<file path="config.mk">
export PLATFORM = sky130hd
export DESIGN_NAME = sph_port
export DESIGN_NICKNAME = d
export VERILOG_FILES = /design/src/design/sph_pkg.sv /design/src/design/sph_port.sv /design/src/design/sph_rx.sv
export SDC_FILE = /design/constraint.sdc
export NUM_CORES = 1
export LEC_CHECK = 0
export BUFFER_PORTS_ARGS = -buffer_cell sky130_fd_sc_hd__clkbuf_2
export CAP_MARGIN = 20
export CORE_MARGIN = 4
export CORE_UTILIZATION = 65
export CTS_CLUSTER_DIAMETER = 120
export DETAILED_ROUTE_END_ITERATION = 10
export PLACE_DENSITY_LB_ADDON = 0.25
export SETUP_SLACK_MARGIN = 0.05
export SYNTH_ARGS = -nofsm -noshare
export SYNTH_HDL_FRONTEND = slang
export SYNTH_HIERARCHICAL = 1
export SYNTH_SLANG_ARGS = --single-unit
</file>
<file path="constraint.sdc">
create_clock -name clock -period 4.75 [get_ports clock]
set_input_delay 0.475 -clock clock [delete_from_list [all_inputs] [get_ports clock]]
set_output_delay 0.475 -clock clock [all_outputs]
set_load 0.01 [all_outputs]
</file>
<file path="src/design/sph_pkg.sv">
// Purpose: Shared constants for the handshaking serial port.
// Assumes: 125 MHz clock, 8N2 framing, LSB (bit 1) first.
// Notes: Baud divisor is a parameter of the top module.
package sph_pkg;
    // ==========================================================
    // Framing
    localparam int unsigned DATA_BITS = 8;
    localparam int unsigned STOP_BITS = 2;
    localparam int unsigned FRAME_BITS = 1 + DATA_BITS + STOP_BITS;
    // ==========================================================
    // Timing
    localparam int unsigned CLOCK_HZ = 125000000;
    localparam int unsigned BAUD_DEFAULT = 9600;
    localparam int unsigned BAUD_DIV_DEFAULT = CLOCK_HZ / BAUD_DEFAULT;
    // ==========================================================
    // Flow control codes and limits
    localparam logic [7:0] CODE_RESUME = 8'h11;
    localparam logic [7:0] CODE_HALT = 8'h13;
    localparam int unsigned CTS_DRAIN_MAX = 2;
    localparam int unsigned XOFF_DRAIN_MAX = 10;
    localparam logic [7:0] ALARM_DSR_LOST = 8'h56;
    localparam logic [7:0] ALARM_NONE = 8'h00;
    typedef enum logic [1:0] {SPH_IDLE, SPH_START, SPH_DATA, SPH_STOP} sph_bit_state_t;
endpackage

</file>
<file path="src/design/sph_port.sv">
// Purpose: One channel of a start-stop serial port with modem handshake.
// Assumes: Modem inputs and receive line are asynchronous pins.
// Notes: Instantiate twice for the first and second serial channel.
//
// Functional notes
// - Request-to-send rises when a character starts and falls when sending has ended.
// - A character starts only while data-set-ready is high and clear-to-send is high, or as the one extra character after clear-to-send drops.
// - After clear-to-send drops, at most the current and one more character go out.
// - Losing data-set-ready during a transfer aborts it and raises alarm code 086.
// - Terminal-ready stays high for as long as this port is ready to operate.
// - Each character is a start bit, eight data bits 1 to 8, then stop bits.
// - Carrier-detect is ignored and plays no part in transfer control.
// - Two channels exist; with a touch panel the second one is reserved for it.
// - When clear-to-send returns the pending data is sent on.
// - A halt code stops output within ten characters and a resume code restarts it.
`timescale 1ns/1ps
`default_nettype none
module sph_port
    import sph_pkg::*;
#(
    parameter int unsigned BAUD_DIV = BAUD_DIV_DEFAULT,
    parameter bit RESERVED_FOR_PANEL = 1'b0
) (
    // Clock and reset
    input wire logic clock,
    input wire logic resetn,
    // User side: readiness and touch panel fitted
    input wire logic port_enable,
    input wire logic panel_fitted,
    // User side: character to send
    input wire logic [7:0] tx_data,
    input wire logic tx_valid,
    output logic tx_ready,
    // User side: received character and alarm
    output logic [7:0] rx_data,
    output logic rx_valid,
    output logic [7:0] alarm_code,
    output logic alarm_active,
    input wire logic alarm_clear,
    // Line pins
    output logic transmit_line,
    input wire logic receive_line,
    output logic request_to_send_out,
    input wire logic clear_to_send_in,
    input wire logic data_set_ready_in,
    output logic terminal_ready_out,
    input wire logic carrier_detect_in
);
    // ==========================================================
    // Pin synchronisers
    logic [2:0] sy1_q, sy2_q;
    always_ff @(posedge clock or negedge resetn) begin
        if (!resetn) begin
            sy1_q <= 3'h7;
            sy2_q <= 3'h7;
        end else begin
            sy1_q <= {receive_line, clear_to_send_in, data_set_ready_in};
            sy2_q <= sy1_q;
        end
    end
    logic rxl, cts, dsr, cd_unused;
    assign rxl = sy2_q[2];
    assign cts = sy2_q[1];
    assign dsr = sy2_q[0];
    assign cd_unused = carrier_detect_in;

    // Second channel is withheld from general use while a panel is fitted
    logic usable;
    assign usable = port_enable && !(RESERVED_FOR_PANEL && panel_fitted);

    // ==========================================================
    // Receiver and flow codes
    logic [7:0] rxd;
    logic rxv;
    sph_rx #(.BAUD_DIV(BAUD_DIV)) u_rx (
        .clock(clock),
        .resetn(resetn),
        .rx_line(rxl),
        .rx_data(rxd),
        .rx_valid(rxv)
    );

    // ==========================================================
    // Transmitter
    sph_bit_state_t st_q, st_d;
    logic [31:0] cnt_q, cnt_d;
    logic [3:0] bit_q, bit_d;
    logic [7:0] sh_q, sh_d;
    logic txl_q, txl_d;
    logic rts_q, rts_d;
    logic dtr_q, dtr_d;
    logic rdy_q, rdy_d;
    logic halt_q, halt_d;
    logic [1:0] cts_drain_q, cts_drain_d;
    logic [7:0] alc_q, alc_d;
    logic ala_q, ala_d;
    logic [7:0] rxo_q, rxo_d;
    logic rxv_q, rxv_d;
    logic active;
    logic may_start;
    logic may_drain;
    assign active = (st_q != SPH_IDLE);
    assign may_start = cts && dsr && !halt_q && usable && !ala_q;
    // One extra character may start after clear-to-send drops; this also keeps
    // a cable that loops clear-to-send back to request-to-send moving
    assign may_drain = !cts && dsr && !halt_q && usable && !ala_q
                       && (cts_drain_q < 2'(CTS_DRAIN_MAX - 1));

    always_comb begin
        st_d = st_q;
        cnt_d = cnt_q;
        bit_d = bit_q;
        sh_d = sh_q;
        txl_d = txl_q;
        rts_d = rts_q;
        halt_d = halt_q;
        cts_drain_d = cts_drain_q;
        alc_d = alc_q;
        ala_d = ala_q;
        rxo_d = rxo_q;
        rxv_d = 1'b0;
        dtr_d = usable;
        rdy_d = 1'b0;
        // Halt takes effect before the next character: well inside ten
        if (rxv && rxd == CODE_HALT) begin
            halt_d = 1'b1;
        end else if (rxv && rxd == CODE_RESUME) begin
            halt_d = 1'b0;
        end else if (rxv) begin
            rxo_d = rxd;
            rxv_d = 1'b1;
        end
        if (cts) begin
            cts_drain_d = 2'h0;
        end
        if (alarm_clear) begin
            ala_d = 1'b0;
            alc_d = ALARM_NONE;
        end
        case (st_q)
            SPH_IDLE: begin
                txl_d = 1'b1;
                rts_d = 1'b0;
                // Words wait at the source until accepted, so nothing is lost
                rdy_d = (may_start || may_drain) && !rdy_q;
                if (rdy_q && tx_valid && may_start) begin
                    st_d = SPH_START;
                    sh_d = tx_data;
                    rts_d = 1'b1;
                    txl_d = 1'b0;
                    cnt_d = 32'(BAUD_DIV - 1);
                end else if (rdy_q && tx_valid && may_drain) begin
                    // One character past the current may still leave
                    st_d = SPH_START;
                    sh_d = tx_data;
                    rts_d = 1'b1;
                    txl_d = 1'b0;
                    cnt_d = 32'(BAUD_DIV - 1);
                    cts_drain_d = cts_drain_q + 2'h1;
                end
            end
            SPH_START: begin
                if (cnt_q != 32'h0) begin
                    cnt_d = cnt_q - 32'h1;
                end else begin
                    st_d = SPH_DATA;
                    bit_d = 4'h0;
                    txl_d = sh_q[0];
                    cnt_d = 32'(BAUD_DIV - 1);
                end
            end
            SPH_DATA: begin
                if (cnt_q != 32'h0) begin
                    cnt_d = cnt_q - 32'h1;
                end else begin
                    cnt_d = 32'(BAUD_DIV - 1);
                    bit_d = bit_q + 4'h1;
                    sh_d = {1'b1, sh_q[7:1]};
                    if (bit_q == 4'(DATA_BITS - 1)) begin
                        st_d = SPH_STOP;
                        bit_d = 4'h0;
                        txl_d = 1'b1;
                    end else begin
                        txl_d = sh_q[1];
                    end
                end
            end
            SPH_STOP: begin
                if (cnt_q != 32'h0) begin
                    cnt_d = cnt_q - 32'h1;
                end else if (bit_q == 4'(STOP_BITS - 1)) begin
                    st_d = SPH_IDLE;
                    rts_d = 1'b0;
                end else begin
                    bit_d = bit_q + 4'h1;
                    cnt_d = 32'(BAUD_DIV - 1);
                end
            end
            default: st_d = SPH_IDLE;
        endcase
        // Losing the partner mid-transfer aborts at once, mid-frame if need be
        if (active && !dsr) begin
            st_d = SPH_IDLE;
            txl_d = 1'b1;
            rts_d = 1'b0;
            ala_d = 1'b1;
            alc_d = ALARM_DSR_LOST;
        end
    end

    always_ff @(posedge clock or negedge resetn) begin
        if (!resetn) begin
            st_q <= SPH_IDLE;
            cnt_q <= 32'h0;
            bit_q <= 4'h0;
            sh_q <= 8'h0;
            txl_q <= 1'b1;
            rts_q <= 1'b0;
            dtr_q <= 1'b0;
            rdy_q <= 1'b0;
            halt_q <= 1'b0;
            cts_drain_q <= 2'h0;
            alc_q <= ALARM_NONE;
            ala_q <= 1'b0;
            rxo_q <= 8'h0;
            rxv_q <= 1'b0;
        end else begin
            st_q <= st_d;
            cnt_q <= cnt_d;
            bit_q <= bit_d;
            sh_q <= sh_d;
            txl_q <= txl_d;
            rts_q <= rts_d;
            dtr_q <= dtr_d;
            rdy_q <= rdy_d;
            halt_q <= halt_d;
            cts_drain_q <= cts_drain_d;
            alc_q <= alc_d;
            ala_q <= ala_d;
            rxo_q <= rxo_d;
            rxv_q <= rxv_d;
        end
    end

    // ==========================================================
    // Outputs
    assign transmit_line = txl_q;
    assign request_to_send_out = rts_q;
    assign terminal_ready_out = dtr_q;
    assign tx_ready = rdy_q;
    assign rx_data = rxo_q;
    assign rx_valid = rxv_q;
    assign alarm_code = alc_q;
    assign alarm_active = ala_q;
endmodule
`default_nettype wire

</file>
<file path="src/design/sph_rx.sv">
// Purpose: Start-stop receiver for one channel.
// Assumes: Input already synchronised; samples mid-bit.
// Notes: Framing errors drop the character silently.
`timescale 1ns/1ps
`default_nettype none
module sph_rx
    import sph_pkg::*;
#(
    parameter int unsigned BAUD_DIV = BAUD_DIV_DEFAULT
) (
    // Clock and reset
    input wire logic clock,
    input wire logic resetn,
    // Line
    input wire logic rx_line,
    // Received character
    output logic [7:0] rx_data,
    output logic rx_valid
);
    // ==========================================================
    // Receive sequencer
    sph_bit_state_t st_q, st_d;
    logic [31:0] cnt_q, cnt_d;
    logic [3:0] bit_q, bit_d;
    logic [7:0] sh_q, sh_d;
    logic [7:0] out_q, out_d;
    logic vld_q, vld_d;

    always_comb begin
        st_d = st_q;
        cnt_d = cnt_q;
        bit_d = bit_q;
        sh_d = sh_q;
        out_d = out_q;
        vld_d = 1'b0;
        case (st_q)
            SPH_IDLE: begin
                if (!rx_line) begin
                    st_d = SPH_START;
                    cnt_d = 32'(BAUD_DIV / 2);
                end
            end
            SPH_START: begin
                if (cnt_q != 32'h0) begin
                    cnt_d = cnt_q - 32'h1;
                end else if (rx_line) begin
                    st_d = SPH_IDLE;
                end else begin
                    st_d = SPH_DATA;
                    cnt_d = 32'(BAUD_DIV - 1);
                    bit_d = 4'h0;
                end
            end
            SPH_DATA: begin
                if (cnt_q != 32'h0) begin
                    cnt_d = cnt_q - 32'h1;
                end else begin
                    // Bit 1 arrives first
                    sh_d = {rx_line, sh_q[7:1]};
                    cnt_d = 32'(BAUD_DIV - 1);
                    bit_d = bit_q + 4'h1;
                    if (bit_q == 4'(DATA_BITS - 1)) begin
                        st_d = SPH_STOP;
                    end
                end
            end
            SPH_STOP: begin
                if (cnt_q != 32'h0) begin
                    cnt_d = cnt_q - 32'h1;
                end else begin
                    st_d = SPH_IDLE;
                    if (rx_line) begin
                        out_d = sh_q;
                        vld_d = 1'b1;
                    end
                end
            end
            default: st_d = SPH_IDLE;
        endcase
    end

    always_ff @(posedge clock or negedge resetn) begin
        if (!resetn) begin
            st_q <= SPH_IDLE;
            cnt_q <= 32'h0;
            bit_q <= 4'h0;
            sh_q <= 8'h0;
            out_q <= 8'h0;
            vld_q <= 1'b0;
        end else begin
            st_q <= st_d;
            cnt_q <= cnt_d;
            bit_q <= bit_d;
            sh_q <= sh_d;
            out_q <= out_d;
            vld_q <= vld_d;
        end
    end

    assign rx_data = out_q;
    assign rx_valid = vld_q;
endmodule
`default_nettype wire

</file>
==> results.toml, run 1 <==
[floorplan]
die_x_um = 112.6
start_util_pct = 67.72
die_h_um = 112.6
rows = 37
ios = 40
core_um2 = 10510
die_area_um2 = 12690

[timing]
fin_crit_sh_pct = 74.08
max_clock_freq_mhz = 284.2
worstMarginPinSlew_ps = 1145
hold_violations = 0
period_needed_ps = 3519
slew_headroom_pct = 23.42
setup_viol = 0
slew_viol_final = 0
rsz0062_at_grt = "no"
finalSetupTns_ps = 0
finalClockSkew_ps = 7.560

[min_path]
hold_path_class = "primary input to flip-flop"
hold_depth = 1
hold_end = "sy1_q[2]"
min_from = "receive_line"

[yosys]
ys_types = 79
ys_warn_count = 6
synth_area_um2 = 7117
synthTopCellsByArea = "dfrtp_1 (41%), mux2_2 (4.7%), o21ai_0 (3.0%)"
syn_avg_cell_area_um2 = 9.816
synthTopCellsByCount = "dfrtp_1 (117), nor2_1 (48), o21ai_0 (43)"
yosysTopAreaCell = "dfrtp_1"
synth-edff-count = 0
synth_top_area_share_pct = 41.14
yosysMostFrequentCell = "dfrtp_1"
synth_seq_cells = 124
synth-async-reset-ratio_pct = 100.0
synth_sequential_area_ratio_pct = 43.72
synthCells = 725
ys.flop_type = "dfrtp_1"

[final_layout]
stdcell_count = 899
final_nets = 785
antenna_cells = 0
drive_gt1_share_pct = 19.40
nFillCells = 710
utilization_pct = 76.24
area_growth_pct = 12.57

[power_and_ir_drop]
vdd_drop_max_v = 0.0003503
fin_total_pwr_mw = 3.342
power_leakage_nw = 3.464
p_per_area_nw_per_um2 = 417.2

[critical_path]
start_kind = "flip-flop"
crit_type = "flip-flop to flip-flop"
cp-end-kind = "flip-flop"
regToRegSetupSlack_ps = 1230
r2r_start = "u_rx/cnt_q[10]"
worstPathArrival_ps = 3970
r2r_cells = 5
critical_path_required_ps = 5200
crit_path_max_fanout = 24

[clocking]
cts_resized = 0
clk_latency_ps = 540
cts_sinks = 124
ctsRootBufferMaster = "clkbuf_8"
cts.path.max_buffers = 2
clkTransAtPathRegs_ps = 60
cts_tree = "built"
htree_levels = 4
numCtsBuffers = 17

[global_route]
track_usage_pct = 27.08
antenna_found_initial = 0
grt_first_pass_wirelength_um = 28300
grt_pass1_vias = 6026
grt_max_degree = 90
gr-total-overflow = 0

[place]
portBuffers = 33
dp.cells = 862
hpwl_um = 10680
place_congestion = 0.8813

[outcome]
outcome = "completed"

[drt]
dr.pass1.iters = 5
vias = 6217
wl_um = 16990
drtAntennaViolNets = 0
drc = 0
viasPerCell = 6.915
drt_iter0_markers = 849
avgRoutedWirePerCell_um = 18.90

[job]
maxCapViolCount = 0
worst max path at each step:
stage / start / endpoint / slack [ps]
after floorplan: u_rx/cnt_q[24] / u_rx/sh_q[0] / 1870
after global placement: u_rx/cnt_q[10] / u_rx/bit_q[2] / 1520
after detailed placement: u_rx/cnt_q[10] / flip-flop / 1480
after CTS: u_rx/cnt_q[10] / u_rx/cnt_q[9] / 1320
after global routing: u_rx/cnt_q[10] / flip-flop / 1080
final: u_rx/cnt_q[10] / flip-flop / 1230
critical path, stage by stage, from the launching register on:
cell      delay, ps
dfrtp_1         430
nor4_1          900
and4_1          490
nand3_1         740
a211oi_1        590
mux2i_1         270
cells by family after synthesis:
logic type      share of synthesized area (%)
compound gates                          17.92
xor+xnor                               0.2462
fa+ha+maj                               2.989
buf+inv                                 4.518
flops                                   43.72
mux                                     6.997
other cells                           0.05269
simple gates                            23.56
power breakdown:
group / leakage (nW) / total, mW / switching [mW] / internal, mW
clock: 0.314 / 1.44 / 0.484 / 0.957
sequential: 1.59 / 1.22 / 0.0742 / 1.14
combinational: 1.56 / 0.683 / 0.408 / 0.275
total: 3.46 / 3.34 / 0.967 / 2.38
stage by stage:
step	cell area, µm²	hold slack (ps)	setup slack, ps
5_1_grt	8011	5.899	1082
6_report	8011	21.66	1231
2_1_floorplan	7128	179.4	1869
3_3_place_gp	7279	346.4	1516
3_5_place_dp	7291	347.9	1475
4_1_cts	7959	1.197	1317
cell type report:
class / instances / area, µm² / area share [%]
sequential: 124 / 3112 / 38.84
inverter: 24 / 90.09 / 1.124
tap: 136 / 170.2 / 2.124
clock buffer: 17 / 414.1 / 5.169
clock inverter: 15 / 244.0 / 3.045
timing repair buffer: 45 / 286.5 / 3.576
multi-input combinational: 538 / 3695 / 46.12
flip-flops by register name (all words and copies together), names as in the netlist, 4 cells and up, named ones only:
signal / flops
u_rx/sh_q: 8
sh_q: 8
u_rx/rx_data: 8
cnt_q: 32
u_rx/bit_q: 4
bit_q: 4
u_rx/cnt_q: 32
rx_data: 8
per-layer routing:
layer,wire length [µm],up-vias,GRT usage (%)
met5,20,-,0
met4,280,2,9.135
met3,1341,37,7.871
met2,8311,332,44.04
met1,7033,3011,34.84
li1,-,2835,-
timing repair:
action                                 CTS  global route
setup buffers                            0             0
hold buffers                             1             2
endpoints found under the hold margin    1            17
layout by cell type (no fill, tap or decap), types with 3 or more instances in the layout:
cell           Yosys  layout
nand4_1           16      16
mux2i_1            4       4
mux2_4             8       8
or2_2              8       8
clkbuf_16          0      16
a211oi_1           4       4
buf_4              9       7
o31ai_1           21      21
nor3_1            18      18
and2_1             3       3
nand3b_1          12      12
nand3_1           34      34
a21oi_1           34      34
or3_1             23      23
conb_1             1       4
clkinv_2           0       3
o21ai_0           43      43
o221ai_1           3       3
inv_1             24      24
dfrtp_1          117     117
nor4_1            21      21
a41oi_1            5       5
nor2_1            48      48
dlygate4sd3_1      0       3
nand2b_1           7       7
clkbuf_2           1      33
and3_1             5       5
or4_1             23      23
or4_4              6       6
nand2_1           36      36
bufinv_16          0       6
clkinvlp_4         0       3
nor4b_1            3       3
o22ai_1            3       3
mux2_2            30      30
dfstp_2            7       7
a31oi_1           30      30
o41ai_1            6       6
o211ai_1           7       7
ha_1              17      17
Power figures use the tool's default switching activity.
==> run 2, diff against run 1 <==
--- a/config.mk
+++ b/config.mk
@@ -8,7 +8,7 @@
 export BUFFER_PORTS_ARGS = -buffer_cell sky130_fd_sc_hd__clkbuf_2
 export CAP_MARGIN = 20
 export CORE_MARGIN = 4
-export CORE_UTILIZATION = 65
+export CORE_UTILIZATION = 62
 export CTS_CLUSTER_DIAMETER = 120
 export DETAILED_ROUTE_END_ITERATION = 10
 export PLACE_DENSITY_LB_ADDON = 0.25
==> constraint.sdc (replaced) <==
create_clock -name clock -period 3.3 [get_ports clock]
set_input_delay 0.33 -clock clock [delete_from_list [all_inputs] [get_ports clock]]
set_output_delay 0.33 -clock clock [all_outputs]
set_load 0.01 [all_outputs]
==> results.toml, run 2 (synthesis gave the netlist of run 1 again) <==
[min_path]
hold_depth = 1
hold_end = "terminal_ready_out"
hold_path_class = "primary input to flip-flop"
min_from = "port_enable"

[place]
dpl_worst_slack_ps = 238.1
portBuffers = 33
place_congestion = 0.8819
hpwl_um = 11300

[timing]
setup_viol = 0
max_clock_freq_mhz = 325.4
worstMarginPinSlew_ps = 848.2
hold_ws_ps = 49.28
slew_headroom_pct = 43.33
worst_slack_ps = 226.7
slew_viol_final = 0
fin_crit_sh_pct = 93.13
rsz0062_at_grt = "no"
hold_violations = 0
finalSetupTns_ps = 0
period_needed_ps = 3073
finalClockSkew_ps = 7.924

[floorplan]
rows = 38
core_um2 = 11030
die_x_um = 115.1
start_util_pct = 64.52
ios = 40
die_area_um2 = 13260
die_h_um = 115.1

[clocking]
cts_sinks = 124
post-cts-setup-buffer-count = 0
cts_resized = 0
numCtsBuffers = 17
cts.path.max_buffers = 2
clk_latency_ps = 420
htree_levels = 4
clkTransAtPathRegs_ps = 60
cts_tree = "built"
ctsRootBufferMaster = "clkbuf_16"
cts-hold-fix-buffers = 4

[critical_path]
worstPathArrival_ps = 3380
crit_path_max_fanout = 8
reg2reg_to = "u_rx/sh_q[5]"
r2r_start = "u_rx/cnt_q[24]"
r2r_cells = 5
crit_type = "flip-flop to flip-flop"
regToRegSetupSlack_ps = 230
critical_path_required_ps = 3600
cp-end-kind = "flip-flop"
start_kind = "flip-flop"

[final_layout]
area_growth_pct = 13.54
drive_gt1_share_pct = 20.59
final_common_cell = "dfrtp_1"
layout_common_cells = "dfrtp_1 (117), nor2_1 (48), o21ai_0 (43), nand2_1 (36)"
final_nets = 800
reg_top3 = "cnt_q (32), u_rx/cnt_q (32)"
antenna_cells = 0

[power_and_ir_drop]
power_leakage_nw = 3.506
vdd_drop_max_v = 0.0007584
p_per_area_nw_per_um2 = 584.6

[drt]
wl_um = 16950
drc = 0
drt_iter0_markers = 604
dr.pass1.iters = 7
viasPerCell = 6.712
vias = 6155
drtAntennaViolNets = 0
avgRoutedWirePerCell_um = 18.48

[global_route]
grt_pass1_vias = 5885
grt_max_degree = 52
track_usage_pct = 26.96
gr-total-overflow = 0
antenna_found_initial = 0
grt_first_pass_wirelength_um = 28730

[job]
maxCapViolCount = 0

[outcome]
outcome = "completed"
-- run 2: worst max-delay path by stage --
stage                         from      endpoint  slack (ps)  cells after the start
finish              u_rx/cnt_q[24]  u_rx/sh_q[5]         230                      5
detailed placement  u_rx/cnt_q[24]  u_rx/sh_q[5]         240                      5
global route        u_rx/cnt_q[24]  u_rx/sh_q[2]         160                      5
CTS                 u_rx/cnt_q[24]  u_rx/sh_q[5]         230                      5
global placement    u_rx/cnt_q[24]  u_rx/sh_q[4]         300                      5
floorplan           u_rx/cnt_q[24]  u_rx/sh_q[0]         420                      7
-- run 2: critical path, stage by stage (launching register included) --
cell	delay [ps]
dfrtp_1	440
or4_4	590
or4_4	520
or4_4	610
or2_1	420
mux2_4	370
-- run 2: through the flow --
stage | power, mW | std cells | utilization [%] | instance area [µm²]
6_report | 4.724 | 917 | 73.25 | 8080
5_1_grt | 4.931 | 917 | 73.25 | 8080
3_5_place_dp | 2.748 | 882 | 67.23 | 7416
4_1_cts | 4.732 | 917 | 73.25 | 8080
3_3_place_gp | 2.681 | 881 | 67.13 | 7405
2_1_floorplan | 2.503 | 728 | - | 7128
-- run 2: area by class of cell --
cell class                      count  area [µm²]
Clock buffer                       20       456.7
Tap cell                          140       175.2
Inverter                           24       90.09
Timing Repair Buffer               60       384.1
Sequential cell                   124        3112
Fill cell                         795        2950
Multi-Input combinational cell    538        3695
Clock inverter                     11       167.7
-- run 2: power by group --
part | total [mW] | switching, mW | internal, mW
clock network | 1.97 | 0.680 | 1.29
registers | 1.75 | 0.105 | 1.65
logic | 0.998 | 0.593 | 0.405
total | 4.72 | 1.38 | 3.35
-- run 2: routing by layer --
metal  share of wire, %  vias to the layer above  routed length, µm  GRT usage [%]
li1                   -                     2863                  -              -
met1                 44                     3048               7399          36.13
met2                 49                      218               8319          43.94
met3                5.9                       26               1000          5.737
met4                1.3                        0                226          8.920
met5                  0                        -                  0              0
